**src/hdl/bsls_defines.svh**
```systemverilog
// Constants of the branch, skip, load and store execution unit.
// Assumes inclusion by bare name from every file that needs a figure.
`ifndef BSLS_DEFINES_SVH
`define BSLS_DEFINES_SVH

// ****************************************************************
// Flag register bit positions
// ****************************************************************
`define FLAG_C 0
`define FLAG_Z 1
`define FLAG_N 2
`define FLAG_V 3
`define FLAG_S 4
`define FLAG_H 5
`define FLAG_T 6
`define FLAG_I 7

// ****************************************************************
// Reset values
// ****************************************************************
`define PC_RESET 22'h000000
`define SP_RESET 16'h3fff
`define FLAG_RESET 8'h00

// ****************************************************************
// Pointer selection codes on OP_SEL[1:0]
// ****************************************************************
`define PTR_SEL_ONE 2'h0
`define PTR_SEL_TWO 2'h1
`define PTR_SEL_THREE 2'h2

// ****************************************************************
// Timing counts in core clock cycles
// ****************************************************************
// Bytes of return address moved per call or return: 2 or 3
`define PC_BYTES 3'h2
`define LEN_SINGLE 3'h1
`define LEN_BR_TAKEN 3'h2
`define LEN_SKIP_ONE 3'h2
`define LEN_SKIP_TWO 3'h3
`define LEN_INDIRECT_CALL_OP (`PC_BYTES)
`define LEN_CALL (`PC_BYTES + 3'h1)
`define LEN_RET (`PC_BYTES + 3'h2)
`define LEN_ABS_READ 3'h3
`define LEN_ABS_WRITE 3'h2
`define LEN_PTR_READ 3'h2

`endif

```
**src/hdl/bsls_pkg.sv**
```systemverilog
// Types of the branch, skip, load and store execution unit.
// Assumes nothing beyond a SystemVerilog compiler.
package bsls_pkg;

  // ****************************************************************
  // Decoded operations
  // ****************************************************************
  typedef enum logic [4:0] {
    OP_NOP = 5'h00,
    OP_INDIRECT_CALL = 5'h01,
    OP_ABS_CALL = 5'h02,
    OP_SUB_EXIT = 5'h03,
    OP_INT_EXIT = 5'h04,
    OP_EQ_SKIP = 5'h05,
    OP_CMP_REGS = 5'h06,
    OP_CMP_CARRY = 5'h07,
    OP_CMP_IMM = 5'h08,
    OP_SKIP_RBC = 5'h09,
    OP_SKIP_RBS = 5'h0a,
    OP_SKIP_IOC = 5'h0b,
    OP_SKIP_IOS = 5'h0c,
    OP_BR_SET = 5'h0d,
    OP_BR_CLR = 5'h0e,
    OP_BR_SGE = 5'h0f,
    OP_BR_SLT = 5'h10,
    OP_BR_UGE = 5'h11,
    OP_BR_ULT = 5'h12,
    OP_BR_IE = 5'h13,
    OP_BR_ID = 5'h14,
    OP_ABS_READ = 5'h15,
    OP_ABS_WRITE = 5'h16,
    OP_PTR_READ = 5'h17,
    OP_PTR_READ_INC = 5'h18,
    OP_PTR_READ_DEC = 5'h19,
    OP_OFS_READ = 5'h1a,
    OP_PTR_WRITE = 5'h1b,
    OP_PTR_WRITE_INC = 5'h1c,
    OP_PTR_WRITE_DEC = 5'h1d,
    OP_REG_COPY = 5'h1e,
    OP_PAIR_COPY = 5'h1f
  } op_t;

  // Constant loads reuse the register copy path with OP_IMM as source
  typedef enum logic [1:0] {
    SRC_REG = 2'h0,
    SRC_IMM = 2'h1
  } src_t;

  typedef enum logic {
    ST_IDLE = 1'b0,
    ST_RUN = 1'b1
  } state_t;

endpackage : bsls_pkg

```
**src/hdl/branch_skip_load_store_exec.sv**
```systemverilog
// Control-flow and data-transfer execution unit of an 8-bit core.
// Assumes a decoder that presents one op with its operand values, a
// register file beside it and a data memory with same-cycle read data.
//
// Function
// - Indirect call jumps to ptr_three, high bits zero, pushes return, 2/3 cycles.
// - Equal compare skips next instruction (PC+2 or 3) in 1/2/3 cycles.
// - Register bit skips test the chosen bit clear or set, 1/2/3 cycles.
// - I/O bit skips test a low I/O bit clear or set, 1/2/3 cycles.
// - Flag branches test flag s and jump to PC+k+1 in 1/2 cycles.
// - Signed branches test negative XOR overflow for zero or one.
// - Unsigned branches behave exactly as carry clear and carry set branches.
// - Interrupt-state branches test global interrupt enable one or zero.
// - Branches exist on Z, C, N, H, T, V set and clear, 1/2 cycles.
// - Absolute read loads a byte from address k, three cycles.
// - Absolute write stores a register byte at address k, two cycles.
// - Pointer read with post-increment loads then bumps pointer, two cycles.
// - Pointer read with pre-decrement drops pointer first, then loads.
// - Offset fetch reads pointer plus q, pointer unchanged, two cycles.
// - Pointer write with post-increment stores then bumps pointer, one cycle.
// - Pointer write with pre-decrement drops pointer then stores, one cycle.
`include "bsls_defines.svh"
`timescale 1ns/1ps
`default_nettype none
module branch_skip_load_store_exec (
  input wire logic CORE_CLK,
  input wire logic RESET,
  input wire logic OP_VALID,
  output logic OP_READY,
  input wire bsls_pkg::op_t OP_CODE,
  input wire bsls_pkg::src_t OP_SRC,
  input wire logic [2:0] OP_SEL,
  input wire logic [4:0] OP_DST,
  input wire logic [15:0] OP_IMM,
  input wire logic [7:0] OP_RD_VAL,
  input wire logic [7:0] OP_RR_VAL,
  input wire logic [15:0] OP_RR_PAIR,
  input wire logic NEXT_TWO_WORD,
  input wire logic [7:0] IO_BYTE,
  input wire logic [15:0] PTR_ONE,
  input wire logic [15:0] PTR_TWO,
  input wire logic [15:0] PTR_THREE,
  output logic REG_WE,
  output logic REG_PAIR,
  output logic [4:0] REG_IDX,
  output logic [15:0] REG_WDATA,
  output logic PTR_WE,
  output logic [1:0] PTR_IDX,
  output logic [15:0] PTR_WDATA,
  output logic MEM_WE,
  output logic MEM_RE,
  output logic [15:0] MEM_ADDR,
  output logic [7:0] MEM_WDATA,
  input wire logic [7:0] MEM_RDATA,
  input wire logic FLAG_WE,
  input wire logic [7:0] FLAG_WDATA,
  output logic [7:0] FLAGS,
  output logic [21:0] PC,
  output logic [15:0] SP
);

  // ****************************************************************
  // State
  // ****************************************************************
  bsls_pkg::state_t state_q;
  bsls_pkg::state_t state_d;
  bsls_pkg::op_t op_q;
  logic [2:0] step_q;
  logic [2:0] len_q;
  logic [4:0] dst_q;
  logic [15:0] eff_q;
  logic [7:0] wdat_q;
  logic [21:0] ret_q;
  logic [15:0] pop_q;
  logic [21:0] pc_q;
  logic [15:0] sp_q;
  logic [7:0] flag_q;

  // ****************************************************************
  // Decode of the offered op
  // ****************************************************************
  wire logic accept;
  wire logic in_indirect_call_op;
  wire logic in_call;
  wire logic in_ret;
  wire logic in_cmp;
  wire logic in_branch;
  wire logic in_skip;
  wire logic in_absr;
  wire logic in_absw;
  wire logic in_pread;
  wire logic in_inc;
  wire logic in_dec;
  wire logic in_ofs;
  wire logic in_copy;
  wire logic two_word;
  wire logic fbit;
  wire logic br_cond;
  wire logic skip_cond;
  wire logic br_taken;
  wire logic sk_taken;
  wire logic [2:0] len_new;

  assign accept = OP_VALID & OP_READY;
  assign in_indirect_call_op = OP_CODE == bsls_pkg::OP_INDIRECT_CALL;
  assign in_call = OP_CODE == bsls_pkg::OP_ABS_CALL;
  assign in_ret = (OP_CODE == bsls_pkg::OP_SUB_EXIT) |
                  (OP_CODE == bsls_pkg::OP_INT_EXIT);
  assign in_cmp = (OP_CODE == bsls_pkg::OP_CMP_REGS) |
                  (OP_CODE == bsls_pkg::OP_CMP_CARRY) |
                  (OP_CODE == bsls_pkg::OP_CMP_IMM);
  assign in_branch = (OP_CODE >= bsls_pkg::OP_BR_SET) &
                     (OP_CODE <= bsls_pkg::OP_BR_ID);
  assign in_skip = (OP_CODE == bsls_pkg::OP_EQ_SKIP) |
                   ((OP_CODE >= bsls_pkg::OP_SKIP_RBC) &
                    (OP_CODE <= bsls_pkg::OP_SKIP_IOS));
  assign in_absr = OP_CODE == bsls_pkg::OP_ABS_READ;
  assign in_absw = OP_CODE == bsls_pkg::OP_ABS_WRITE;
  assign in_pread = (OP_CODE >= bsls_pkg::OP_PTR_READ) &
                    (OP_CODE <= bsls_pkg::OP_OFS_READ);
  assign in_inc = (OP_CODE == bsls_pkg::OP_PTR_READ_INC) |
                  (OP_CODE == bsls_pkg::OP_PTR_WRITE_INC);
  assign in_dec = (OP_CODE == bsls_pkg::OP_PTR_READ_DEC) |
                  (OP_CODE == bsls_pkg::OP_PTR_WRITE_DEC);
  assign in_ofs = OP_CODE == bsls_pkg::OP_OFS_READ;
  assign in_copy = (OP_CODE == bsls_pkg::OP_REG_COPY) |
                   (OP_CODE == bsls_pkg::OP_PAIR_COPY);
  assign two_word = in_call | in_absr | in_absw;

  // ****************************************************************
  // Branch and skip conditions
  // ****************************************************************
  assign fbit = flag_q[OP_SEL];
  assign br_cond =
    (OP_CODE == bsls_pkg::OP_BR_SET) ? fbit :
    (OP_CODE == bsls_pkg::OP_BR_CLR) ? ~fbit :
    (OP_CODE == bsls_pkg::OP_BR_SGE) ?
      ~(flag_q[`FLAG_N] ^ flag_q[`FLAG_V]) :
    (OP_CODE == bsls_pkg::OP_BR_SLT) ?
      (flag_q[`FLAG_N] ^ flag_q[`FLAG_V]) :
    (OP_CODE == bsls_pkg::OP_BR_UGE) ? ~flag_q[`FLAG_C] :
    (OP_CODE == bsls_pkg::OP_BR_ULT) ? flag_q[`FLAG_C] :
    (OP_CODE == bsls_pkg::OP_BR_IE) ? flag_q[`FLAG_I] :
    ~flag_q[`FLAG_I];
  assign skip_cond =
    (OP_CODE == bsls_pkg::OP_EQ_SKIP) ? (OP_RD_VAL == OP_RR_VAL) :
    (OP_CODE == bsls_pkg::OP_SKIP_RBC) ? ~OP_RR_VAL[OP_SEL] :
    (OP_CODE == bsls_pkg::OP_SKIP_RBS) ? OP_RR_VAL[OP_SEL] :
    (OP_CODE == bsls_pkg::OP_SKIP_IOC) ? ~IO_BYTE[OP_SEL] :
    IO_BYTE[OP_SEL];
  assign br_taken = in_branch & br_cond;
  assign sk_taken = in_skip & skip_cond;

  // ****************************************************************
  // Occupancy of the offered op in cycles
  // ****************************************************************
  assign len_new =
    in_indirect_call_op ? `LEN_INDIRECT_CALL_OP :
    in_call ? `LEN_CALL :
    in_ret ? `LEN_RET :
    in_absr ? `LEN_ABS_READ :
    in_absw ? `LEN_ABS_WRITE :
    in_pread ? `LEN_PTR_READ :
    br_taken ? `LEN_BR_TAKEN :
    sk_taken ? (NEXT_TWO_WORD ? `LEN_SKIP_TWO : `LEN_SKIP_ONE) :
    `LEN_SINGLE;

  // ****************************************************************
  // Program counter, addresses and pointer arithmetic
  // ****************************************************************
  wire logic [15:0] ptr_cur;
  wire logic [15:0] ptr_inc;
  wire logic [15:0] ptr_dec;
  wire logic [15:0] eff_new;
  wire logic [21:0] pc_seq;
  wire logic [21:0] pc_new;
  wire logic [21:0] k_ext;

  assign ptr_cur = (OP_SEL[1:0] == `PTR_SEL_ONE) ? PTR_ONE :
                   (OP_SEL[1:0] == `PTR_SEL_TWO) ? PTR_TWO : PTR_THREE;
  assign ptr_inc = ptr_cur + 16'h0001;
  assign ptr_dec = ptr_cur - 16'h0001;
  assign eff_new = (in_absr | in_absw) ? OP_IMM :
                   in_dec ? ptr_dec :
                   in_ofs ? ptr_cur + {10'h000, OP_IMM[5:0]} :
                   ptr_cur;
  assign k_ext = {{6{OP_IMM[15]}}, OP_IMM};
  assign pc_seq = pc_q + (two_word ? 22'h000002 : 22'h000001);
  assign pc_new =
    in_indirect_call_op ? {6'h00, PTR_THREE} :
    in_call ? {6'h00, OP_IMM} :
    in_ret ? pc_q :
    br_taken ? pc_q + k_ext + 22'h000001 :
    sk_taken ? pc_q + (NEXT_TWO_WORD ? 22'h000003 : 22'h000002) :
    pc_seq;

  // ****************************************************************
  // Memory step issue: a push or pop strobes the port in its steps 1..PC_BYTES, a load or store in step 1 only
  // ****************************************************************
  wire logic cont;
  wire logic issue;
  wire logic [2:0] ns;
  wire bsls_pkg::op_t cur_op;
  wire logic [21:0] cur_ret;
  wire logic cur_push;
  wire logic cur_pop;
  wire logic cur_load;
  wire logic cur_store;
  wire logic we_d;
  wire logic re_d;
  wire logic [7:0] push_byte;
  wire logic q_load;
  wire logic q_pop;
  wire logic pop_last;
  wire logic [23:0] pop_full;

  assign cont = (state_q == bsls_pkg::ST_RUN) & (step_q < len_q);
  assign issue = accept | cont;
  assign ns = accept ? 3'h1 : step_q + 3'h1;
  assign cur_op = accept ? OP_CODE : op_q;
  assign cur_ret = accept ? pc_seq : ret_q;
  assign cur_push = (cur_op == bsls_pkg::OP_INDIRECT_CALL) |
                    (cur_op == bsls_pkg::OP_ABS_CALL);
  assign cur_pop = (cur_op == bsls_pkg::OP_SUB_EXIT) |
                   (cur_op == bsls_pkg::OP_INT_EXIT);
  assign cur_load = (cur_op == bsls_pkg::OP_ABS_READ) |
                    ((cur_op >= bsls_pkg::OP_PTR_READ) &
                     (cur_op <= bsls_pkg::OP_OFS_READ));
  assign cur_store = (cur_op == bsls_pkg::OP_ABS_WRITE) |
                     ((cur_op >= bsls_pkg::OP_PTR_WRITE) &
                      (cur_op <= bsls_pkg::OP_PTR_WRITE_DEC));
  assign we_d = issue & ((cur_push & (ns <= `PC_BYTES)) |
                         (cur_store & (ns == 3'h1)));
  assign re_d = issue & ((cur_pop & (ns <= `PC_BYTES)) |
                         (cur_load & (ns == 3'h1)));
  // Low byte goes first so the pops rebuild the address high to low
  assign push_byte = (ns == 3'h1) ? cur_ret[7:0] :
                     (ns == 3'h2) ? cur_ret[15:8] : {2'h0, cur_ret[21:16]};
  assign q_load = (op_q == bsls_pkg::OP_ABS_READ) |
                  ((op_q >= bsls_pkg::OP_PTR_READ) &
                   (op_q <= bsls_pkg::OP_OFS_READ));
  assign q_pop = (op_q == bsls_pkg::OP_SUB_EXIT) |
                 (op_q == bsls_pkg::OP_INT_EXIT);
  assign pop_last = MEM_RE & q_pop & (step_q == `PC_BYTES);
  assign pop_full = {pop_q, MEM_RDATA};

  // ****************************************************************
  // Compare flags
  // ****************************************************************
  logic cf_c;
  logic cf_z;
  logic cf_n;
  logic cf_v;
  logic cf_s;
  logic cf_h;

  sub_flag_unit u_sub (
    .a(OP_RD_VAL),
    .b((OP_CODE == bsls_pkg::OP_CMP_IMM) ? OP_IMM[7:0] : OP_RR_VAL),
    .carry_in(flag_q[`FLAG_C]),
    .use_carry(OP_CODE == bsls_pkg::OP_CMP_CARRY),
    .z_old(flag_q[`FLAG_Z]),
    .c(cf_c),
    .z(cf_z),
    .n(cf_n),
    .v(cf_v),
    .s(cf_s),
    .h(cf_h)
  );

  // ****************************************************************
  // Sequencer
  // ****************************************************************
  assign OP_READY = (state_q == bsls_pkg::ST_IDLE) | (step_q == len_q);
  assign state_d = (accept | cont) ? bsls_pkg::ST_RUN : bsls_pkg::ST_IDLE;

  always_ff @(posedge CORE_CLK) begin
    if (RESET) begin
      state_q <= bsls_pkg::ST_IDLE;
      op_q <= bsls_pkg::OP_NOP;
      step_q <= 3'h0;
      len_q <= 3'h0;
      dst_q <= 5'h00;
      eff_q <= 16'h0000;
      wdat_q <= 8'h00;
      ret_q <= 22'h000000;
    end else begin
      state_q <= state_d;
      step_q <= issue ? ns : step_q;
      if (accept) begin
        op_q <= OP_CODE;
        len_q <= len_new;
        dst_q <= OP_DST;
        eff_q <= eff_new;
        wdat_q <= OP_RR_VAL;
        ret_q <= pc_seq;
      end
    end
  end

  // ****************************************************************
  // Data memory port and stack pointer
  // ****************************************************************
  always_ff @(posedge CORE_CLK) begin
    if (RESET) begin
      MEM_WE <= 1'b0;
      MEM_RE <= 1'b0;
      MEM_ADDR <= 16'h0000;
      MEM_WDATA <= 8'h00;
      sp_q <= `SP_RESET;
    end else begin
      MEM_WE <= we_d;
      MEM_RE <= re_d;
      MEM_ADDR <= cur_push ? sp_q : cur_pop ? sp_q + 16'h0001 :
                  (accept ? eff_new : eff_q);
      MEM_WDATA <= cur_push ? push_byte : (accept ? OP_RR_VAL : wdat_q);
      if (we_d & cur_push) begin
        sp_q <= sp_q - 16'h0001;
      end else if (re_d & cur_pop) begin
        sp_q <= sp_q + 16'h0001;
      end
    end
  end

  // ****************************************************************
  // Register and pointer write-back
  // ****************************************************************
  always_ff @(posedge CORE_CLK) begin
    if (RESET) begin
      REG_WE <= 1'b0;
      REG_PAIR <= 1'b0;
      REG_IDX <= 5'h00;
      REG_WDATA <= 16'h0000;
      PTR_WE <= 1'b0;
      PTR_IDX <= 2'h0;
      PTR_WDATA <= 16'h0000;
    end else begin
      REG_WE <= (accept & in_copy) | (MEM_RE & q_load);
      REG_PAIR <= accept & (OP_CODE == bsls_pkg::OP_PAIR_COPY);
      if (accept & in_copy) begin
        REG_IDX <= OP_DST;
        REG_WDATA <= (OP_CODE == bsls_pkg::OP_PAIR_COPY) ? OP_RR_PAIR :
                     (OP_SRC == bsls_pkg::SRC_IMM) ? {8'h00, OP_IMM[7:0]} :
                     {8'h00, OP_RR_VAL};
      end else if (MEM_RE & q_load) begin
        REG_IDX <= dst_q;
        REG_WDATA <= {8'h00, MEM_RDATA};
      end
      PTR_WE <= accept & (in_inc | in_dec);
      if (accept & (in_inc | in_dec)) begin
        PTR_IDX <= OP_SEL[1:0];
        PTR_WDATA <= in_inc ? ptr_inc : ptr_dec;
      end
    end
  end

  // ****************************************************************
  // Program counter and flag register
  // ****************************************************************
  always_ff @(posedge CORE_CLK) begin
    if (RESET) begin
      pc_q <= `PC_RESET;
      pop_q <= 16'h0000;
      flag_q <= `FLAG_RESET;
    end else begin
      if (accept) begin
        pc_q <= pc_new;
        pop_q <= 16'h0000;
      end else if (pop_last) begin
        pc_q <= pop_full[21:0];
      end else if (MEM_RE & q_pop) begin
        pop_q <= {pop_q[7:0], MEM_RDATA};
      end
      // Hardware updates outrank a same-cycle external flag write
      if (accept & in_cmp) begin
        flag_q <= {flag_q[`FLAG_I], flag_q[`FLAG_T], cf_h, cf_s,
                   cf_v, cf_n, cf_z, cf_c};
      end else if (pop_last & (op_q == bsls_pkg::OP_INT_EXIT)) begin
        flag_q[`FLAG_I] <= 1'b1;
      end else if (FLAG_WE) begin
        flag_q <= FLAG_WDATA;
      end
    end
  end

  assign PC = pc_q;
  assign SP = sp_q;
  assign FLAGS = flag_q;

endmodule : branch_skip_load_store_exec
`default_nettype wire

```
**src/hdl/sub_flag_unit.sv**
```systemverilog
// Subtract-for-flags unit used by the compare operations.
// Assumes operands are stable in the cycle the compare is accepted.
`timescale 1ns/1ps
`default_nettype none
module sub_flag_unit (
  input wire logic [7:0] a,
  input wire logic [7:0] b,
  input wire logic carry_in,
  input wire logic use_carry,
  input wire logic z_old,
  output logic c,
  output logic z,
  output logic n,
  output logic v,
  output logic s,
  output logic h
);

  // ****************************************************************
  // Subtraction, result kept only for the flags
  // ****************************************************************
  logic [8:0] diff;
  logic [7:0] r;

  assign diff = {1'b0, a} - {1'b0, b} - {8'h00, carry_in & use_carry};
  assign r = diff[7:0];
  assign c = diff[8];
  // With carry in, zero only survives if it was already set
  assign z = (r == 8'h00) & (z_old | ~use_carry);
  assign n = r[7];
  assign v = (a[7] & ~b[7] & ~r[7]) | (~a[7] & b[7] & r[7]);
  assign s = n ^ v;
  assign h = (~a[3] & b[3]) | (b[3] & r[3]) | (r[3] & ~a[3]);

endmodule : sub_flag_unit
`default_nettype wire

```
**config.mk**
```make
export PLATFORM = sky130hd
export DESIGN_NAME = branch_skip_load_store_exec
export DESIGN_NICKNAME = d
export VERILOG_FILES = /design/src/hdl/bsls_pkg.sv /design/src/hdl/branch_skip_load_store_exec.sv /design/src/hdl/sub_flag_unit.sv
export VERILOG_INCLUDE_DIRS = /design/src /design/src/hdl
export SDC_FILE = /design/constraint.sdc
export NUM_CORES = 1
export LEC_CHECK = 0
export BUFFER_PORTS_ARGS = -buffer_cell sky130_fd_sc_hd__buf_2
export CORE_MARGIN = 10
export CORE_UTILIZATION = 30
export CTS_CLUSTER_SIZE = 25
export DETAILED_ROUTE_END_ITERATION = 7
export GPL_ROUTABILITY_DRIVEN = 0
export PLACE_DENSITY_LB_ADDON = 0.2
export SLEW_MARGIN = 5
export SYNTH_ARGS = -nofsm -noshare
export SYNTH_HDL_FRONTEND = slang
export SYNTH_SLANG_ARGS = --single-unit
```
**constraint.sdc**
```tcl
create_clock -name CORE_CLK -period 8.4 [get_ports CORE_CLK]
set_input_delay 2.1 -clock CORE_CLK [delete_from_list [all_inputs] [get_ports CORE_CLK]]
set_output_delay 2.1 -clock CORE_CLK [all_outputs]
set_load 0.1 [all_outputs]
```
After elaboration in Yosys (flattened, before gate mapping)
Cells that the tools add are included.
Widths: inputs -> output; s select.
- register bits after elaboration: 191
- latch bits: 0
- bits in writable memories: 0
- bits in read-only memories: 0
- bits of input ports: 140
- output and inout port bits: 115
- memories: 0
- add/subtract/negate cells: 12
- multipliers: 0
- div/mod/pow operators: 0
- magnitude comparators: 15
- eq/ne operators: 45
- shifts and indexed selects: 0
- mux-type cells: 65
- bitwise operators: 78
- reduce and logical (&&, ||, !) cells: 13
- operators with widths (kind ; count):
    $mux 16 ; 14
    $mux 22 ; 8
    $eq 5x5->1 const B ; 16
    $mux 8 ; 7
    $add 22x2->22 ; 2
    $and 1x1->1 ; 35
    $eq 5x4->1 const B ; 7
    $add 16x1->16 const B ; 2
    $sub 16x1->16 const B ; 2
    $eq 5x3->1 const B ; 6
    $or 1x1->1 ; 26
    $eq 5x2->1 const B ; 5
    $le 5x5->1 const B ; 5
    $add 22x1->22 const B ; 1
    $add 22x22->22 ; 1
    $ge 5x5->1 const B ; 4
    $mux 1 ; 18
    $add 16x6->16 ; 1
    $mux 5 ; 3
    $not 1->1 ; 15
    $mux 2 ; 6
    $mux 3 ; 4
    $mux 6 ; 2
    $eq 5x1->1 const B ; 2
    23 further kinds ; 36

Logic depth before layout (Yosys ltp)
- depth after elaboration: 16
- gate-level depth with buffers: 17
- depth with buffers taken out: 15

Cells and area by module
A second synthesis with hierarchy kept.
- cells, all modules: 1828
- area, all modules: 13864.5 µm²
- by module, submodules not included (module ; instances ; cells an instance ; area each (µm²) ; seq. area each (µm²)):
    branch_skip_load_store_exec ; 1 ; 1752 ; 13276.5 ; 3823.7
    sub_flag_unit ; 1 ; 76 ; 588.1 ; 0.0

Least setup slack after synthesis
No wires, ideal clock.
- kind: in2reg
- start point: input OP_CODE[2]
- end point: register pc_q[20] (netlist: PC[20])
- arrival time: 5185 ps
- data required time: 8314 ps
- path slack: 3129 ps
- stages on the path: 16
- path buffers: 4
- cells stage by stage: clkbuf_1 clkbuf_1 nor2b_1 nand3_1 clkbuf_1 nand2_1 inv_1 ha_1 fa_1 and3_1 clkbuf_1 nand4_1 a211oi_1 xnor2_1 a311o_1 a211oi_1
- cells in the longest elaborated chain, start to end: 14
- ends and longest elaborated chain (what ; line ; RTL):
    start: declaration ; branch_skip_load_store_exec.sv:30 ; input wire bsls_pkg::op_t OP_CODE,
    parallel branches: the longest is 14 deep, another holds $add 22x2->22 ; n/a ;
    end signal: assignment ; branch_skip_load_store_exec.sv:362 ; pc_q <= `PC_RESET;
    end signal: assignment ; branch_skip_load_store_exec.sv:367 ; pc_q <= pc_new;
    end signal: assignment ; branch_skip_load_store_exec.sv:370 ; pc_q <= pop_full[21:0];
    end: declaration ; branch_skip_load_store_exec.sv:75 ; logic [21:0] pc_q;
Several ways; the timed one is not identified. The select of a mux whose other input is x is not followed.
A chain may end at the register's enable or synchronous reset.

Final worst setup path
- start point: input OP_SEL[0]
- end point: register MEM_ADDR[10]
- cells in the longest elaborated chain, start to end: 10
- ends and longest elaborated chain (what ; line ; RTL):
    start: declaration ; branch_skip_load_store_exec.sv:32 ; input wire logic [2:0] OP_SEL,
    $eq 2x1->1 (no line) ; n/a ;
    $mux 16 ; branch_skip_load_store_exec.sv:180 ; (OP_SEL[1:0] == `PTR_SEL_TWO) ? PTR_TWO : PTR_THREE;
    $mux 16 (*) ; branch_skip_load_store_exec.sv:179 ; assign ptr_cur = (OP_SEL[1:0] == `PTR_SEL_ONE) ? PTR_ONE :
    $add 16x6->16 ; branch_skip_load_store_exec.sv:185 ; in_ofs ? ptr_cur + {10'h000, OP_IMM[5:0]} :
    $mux 16 ; branch_skip_load_store_exec.sv:185 ;
    $mux 16 (*) ; branch_skip_load_store_exec.sv:184 ; in_dec ? ptr_dec :
    $mux 16 (*) ; branch_skip_load_store_exec.sv:183 ; assign eff_new = (in_absr | in_absw) ? OP_IMM :
    $mux 16 (*) ; n/a ;
    $mux 16 (*) (2 in series) ; branch_skip_load_store_exec.sv:314 ; MEM_ADDR <= cur_push ? sp_q : cur_pop ? sp_q + 16'h0001 :
    end signal: assignment ; branch_skip_load_store_exec.sv:314 ;
    end: declaration ; branch_skip_load_store_exec.sv:52 ; output logic [15:0] MEM_ADDR,
Every way passes the cells marked *; elsewhere a longest branch is shown, timed or not.

==> metrics.md <==
| Metric | Value |
|---|---|
| CP max-delay cell | `buf_2` |
| Worst-margin pin slew | `1112 ps` |
| DRC viols | `0` |
| Top Family by Delay on Critical Path | `compound AO/OA/AOI/OAI gates` |
| Int Pwr | `0.001736 W` |
| Max-slew violation count | `0` |
| Most frequent cells in the layout | `buf_2 (253), nand2_1 (219), dfxtp_1 (191)` |
| Root Buffer | `clkbuf_16` |
| Post-CTS Setup Inserts | `0` |
| Switch Pwr | `roughly 0.0013 W` |
| Buffer and inverter count on the worst path | `1` |
| Final Hold Fails | `0` |
| Multiplexer share of the synthesized area | `0.09079` |
| Synth Area in Simple Gates | `0.2359` |
| Status | `finished, final reports clean` |
| Endpoint type of the worst setup path | `register` |
| Clock-pin transition on the worst setup and hold timing paths | `80 ps` |
| Final period util | `0.6471` |
| Die ar. | `0.05567 mm2` |
| Later-pin clock latency in the skew report | `470 ps` |
| Boundary pin count | `255` |
| Seq pwr share | `0.346` |
| Gr usage total | `0.1994` |
| CTS tree | `built` |
| Yosys top cell by area | `dfxtp_1` |
| WL final | `57.97 mm` |
| Crit path depth | `13` |
| Sum Neg Setup Slack | `0 ps` |
| WP data required | `8750 ps` |
| Final setup fails | `0` |
| Register area share after synthesis | `0.2733` |
| Reg-to-reg startpoint | `step_q[0]` |
| Initial antenna violation count | `1` |
| Total gr overflow | `0` |
| FMAX | `184.0 MHz` |
| Flops & latches, synth | `between 150 and 200` |
| CTS Hold Buffers Added | `0` |
| Reg2Reg Depth | `10` |
| PostCTS Resize Cnt | `0` |
| Num rows | `79` |
| Synthesized cell area | `~0.014 mm2` |
| Longest Clk Path Bufs | `2` |
| Post-Synth Adder-Cell Area | `0.05635` |
| Clk sink count | `191` |
| I/O Buffers | `254` |
| Xor-xnor portion of the synthesized cell area | `0.05948` |
| DP HPWL | `approximately 45 mm` |
| Clk pwr share | `0.275` |
| Post-synthesis cell count | `1,826` |
| CTS HTree Levels | `4` |
| Share of cells above drive strength 1 | `0.1722` |
| WP data arrival | `5780 ps` |
| Static Leakage | `6.668 nW` |
| Synth Warn # | `0` |
| Cell Pwr Density | `188.7 mW/mm2` |
| Max cap viols | `0` |
| Hold Crit Class | `reg -> reg` |
| Synth Area in Compound Gates | `0.2314` |
| Crit Path Class | `in -> reg` |
| Syn Nets | `2,026` |
| Max-slew headroom | `0.2586` |
| RR Endpoint | `SP[0]` |
| CP max stage delay | `between 500 and 600 ps` |
| Clock Skew | `16.00 ps` |
| Synthesis-to-layout area growth | `15.94%` |
| Syn Area/Cell | `between 7 and 8 um2` |
| Post-route cell area | `0.01622 mm2` |
| Final core occ | `0.3498` |
| Via count | `14,675` |
| Logic pwr share | `0.379` |
| Global-route wire length before repair | `between 80 and 90 mm` |
| Initial DRC Count | `1,387` |
| PnR Total Power | `0.003061 W` |
| Commonest non-fill, non-tap cell in the layout | `buf_2` |
| Sw frac | `0.4329` |
| Hold Worst Slack | `448.2 ps` |
| Hold-critical path depth | `2` |
| Max rail drop VDD | `~0.00017 V` |
| CTS Buf Count | `17` |
| Crit-path max FO | `22` |
| Die width | `235.9 um` |
| Vias in the first global route | `~14,000` |
| Final worst path period need | `5435 ps` |
| R2r setup slk | `4140 ps` |
| Capture point of the worst path | `MEM_ADDR[10]` |
| DIE HEIGHT | `235.9 um` |
| Share of synthesized registers carrying an async set or reset | `0` |
| Post-DP Area | `approximately 0.016 mm2` |
| DR pass1 iterations | `5` |
| Final nets | `2,187` |
| EDFF count, synth | `0` |
| WL per Instance | `22.24 um` |
| Crit path launch | `OP_SEL[0]` |
| RSZ-0062 raised after global routing | `false` |
| Post-DRT Antenna Nets | `0` |
| Via density | `5.629` |
| Largest cells by area after synthesis | `dfxtp_1 (27%), mux2i_1 (6.2%), nand2_1 (5.9%)` |
| Pin count of the biggest net entering global routing | `72` |
| Core area | `0.04636 mm2` |
| CP cell instances | `buf_2, mux2i_1, o21ai_1, ha_1, fa_1, a21o_1, a21oi_1, o21ai_0, nand3_1, o21ai_1, xor2_1, a31oi_1, a311oi_1` |
| Yosys top cell area share | `0.2733` |
| Most frequent CP cell | `o21ai_1` |
| Main synth FF type | `dfxtp_1` |
| Post-synth cell types | `86` |
| Largest family of logic cells by synthesized area | `simple AND/OR/NAND/NOR gates` |
| CP Launch Type | `primary input` |
| Initial Util | `0.3017` |
through the flow:
step                      setup slack (ps)  cells
after detailed placement              2544   2575
after CTS                             3062   2605
after global placement                2622   2575
after floorplan                       3129   1826
final                                 2965   2607
after global routing                  2704   2605
worst reg2reg max path, stage by stage (launching register included):
cell,delay [ps]
dfxtp_1,500
inv_1,230
ha_1,330
nand3_1,210
a21bo_4,370
mux2i_1,660
nand3_1,300
a211oi_2,940
nor2_1,300
xnor2_1,230
nand2_1,70
sequential cells by signal, summed over array words and instances, names as in the netlist, 8 cells and up:
register,flops
PC,22
MEM_ADDR,16
wdat_q,8
SP,16
pop_q,14
REG_WDATA,16
ret_q,22
FLAGS,8
eff_q,16
MEM_WDATA,8
PTR_WDATA,16
worst min-delay path by stage:
| stage | start | to | slack [ps] |
|---|---|---|---|
| global route | PTR_WDATA[14] | PTR_WDATA[14] | 470 |
| CTS | PTR_WDATA[9] | PTR_WDATA[9] | 450 |
| floorplan | len_q[0] | len_q[0] | 440 |
| global placement | PTR_WDATA[14] | PTR_WDATA[14] | 440 |
| finish | PTR_WDATA[9] | PTR_WDATA[9] | 450 |
| detailed placement | PTR_WDATA[9] | PTR_WDATA[9] | 440 |
power groups by stage:
stage,registers (W),clock network (W),logic [W]
finish,0.00106,0.000840,0.00116
global route,0.00107,0.000895,0.00125
CTS,0.00106,0.000866,0.00116
detailed placement,0.00108,0,0.00115
global placement,0.00108,0,0.00114
floorplan,0.00134,0,0.000578
area by class of cell:
class / count / area, um2
fillers: 4932 / 30140
multi-input cells: 1451 / 9473
flip-flops and latches: 191 / 3824
repair buffers: 267 / 1371
well taps: 607 / 759.5
clock buffers: 18 / 429.2
inverters: 59 / 221.5
clock inverters: 12 / 135.1
diodes: 2 / 5.005
layer usage:
metal  up-vias  routed length, um  global-route usage
met5         -                  0                   0
met1      7017              24580              0.2515
met2       591              27200              0.3255
met3       100               4383             0.04475
met4         0               1807             0.07440
li1       6967                  -                   -
synthesized netlist by cell type (24+ instances only):
cell and count:
nor3_1 27, dfxtp_1 191, mux2i_1 86, inv_1 54, a211oi_1 59, o21ai_1 48, nor2_1 171, a21oi_1 117
and3_1 36, xor2_1 52, xnor2_1 43, nand2_1 219, ha_1 55, a31oi_1 24, nand3_1 74, o21ai_0 65
clkbuf_1 95
cells by family after synthesis:
group	count (synthesis)
buffers and inverters	184
and+or+nand+nor	687
DFF	191
AOI/OAI and AO/OA	494
xor gates and xnor gates	95
muxes	115
adders and majority gates	60
Note: power is estimated with default switching activity, not from simulation.
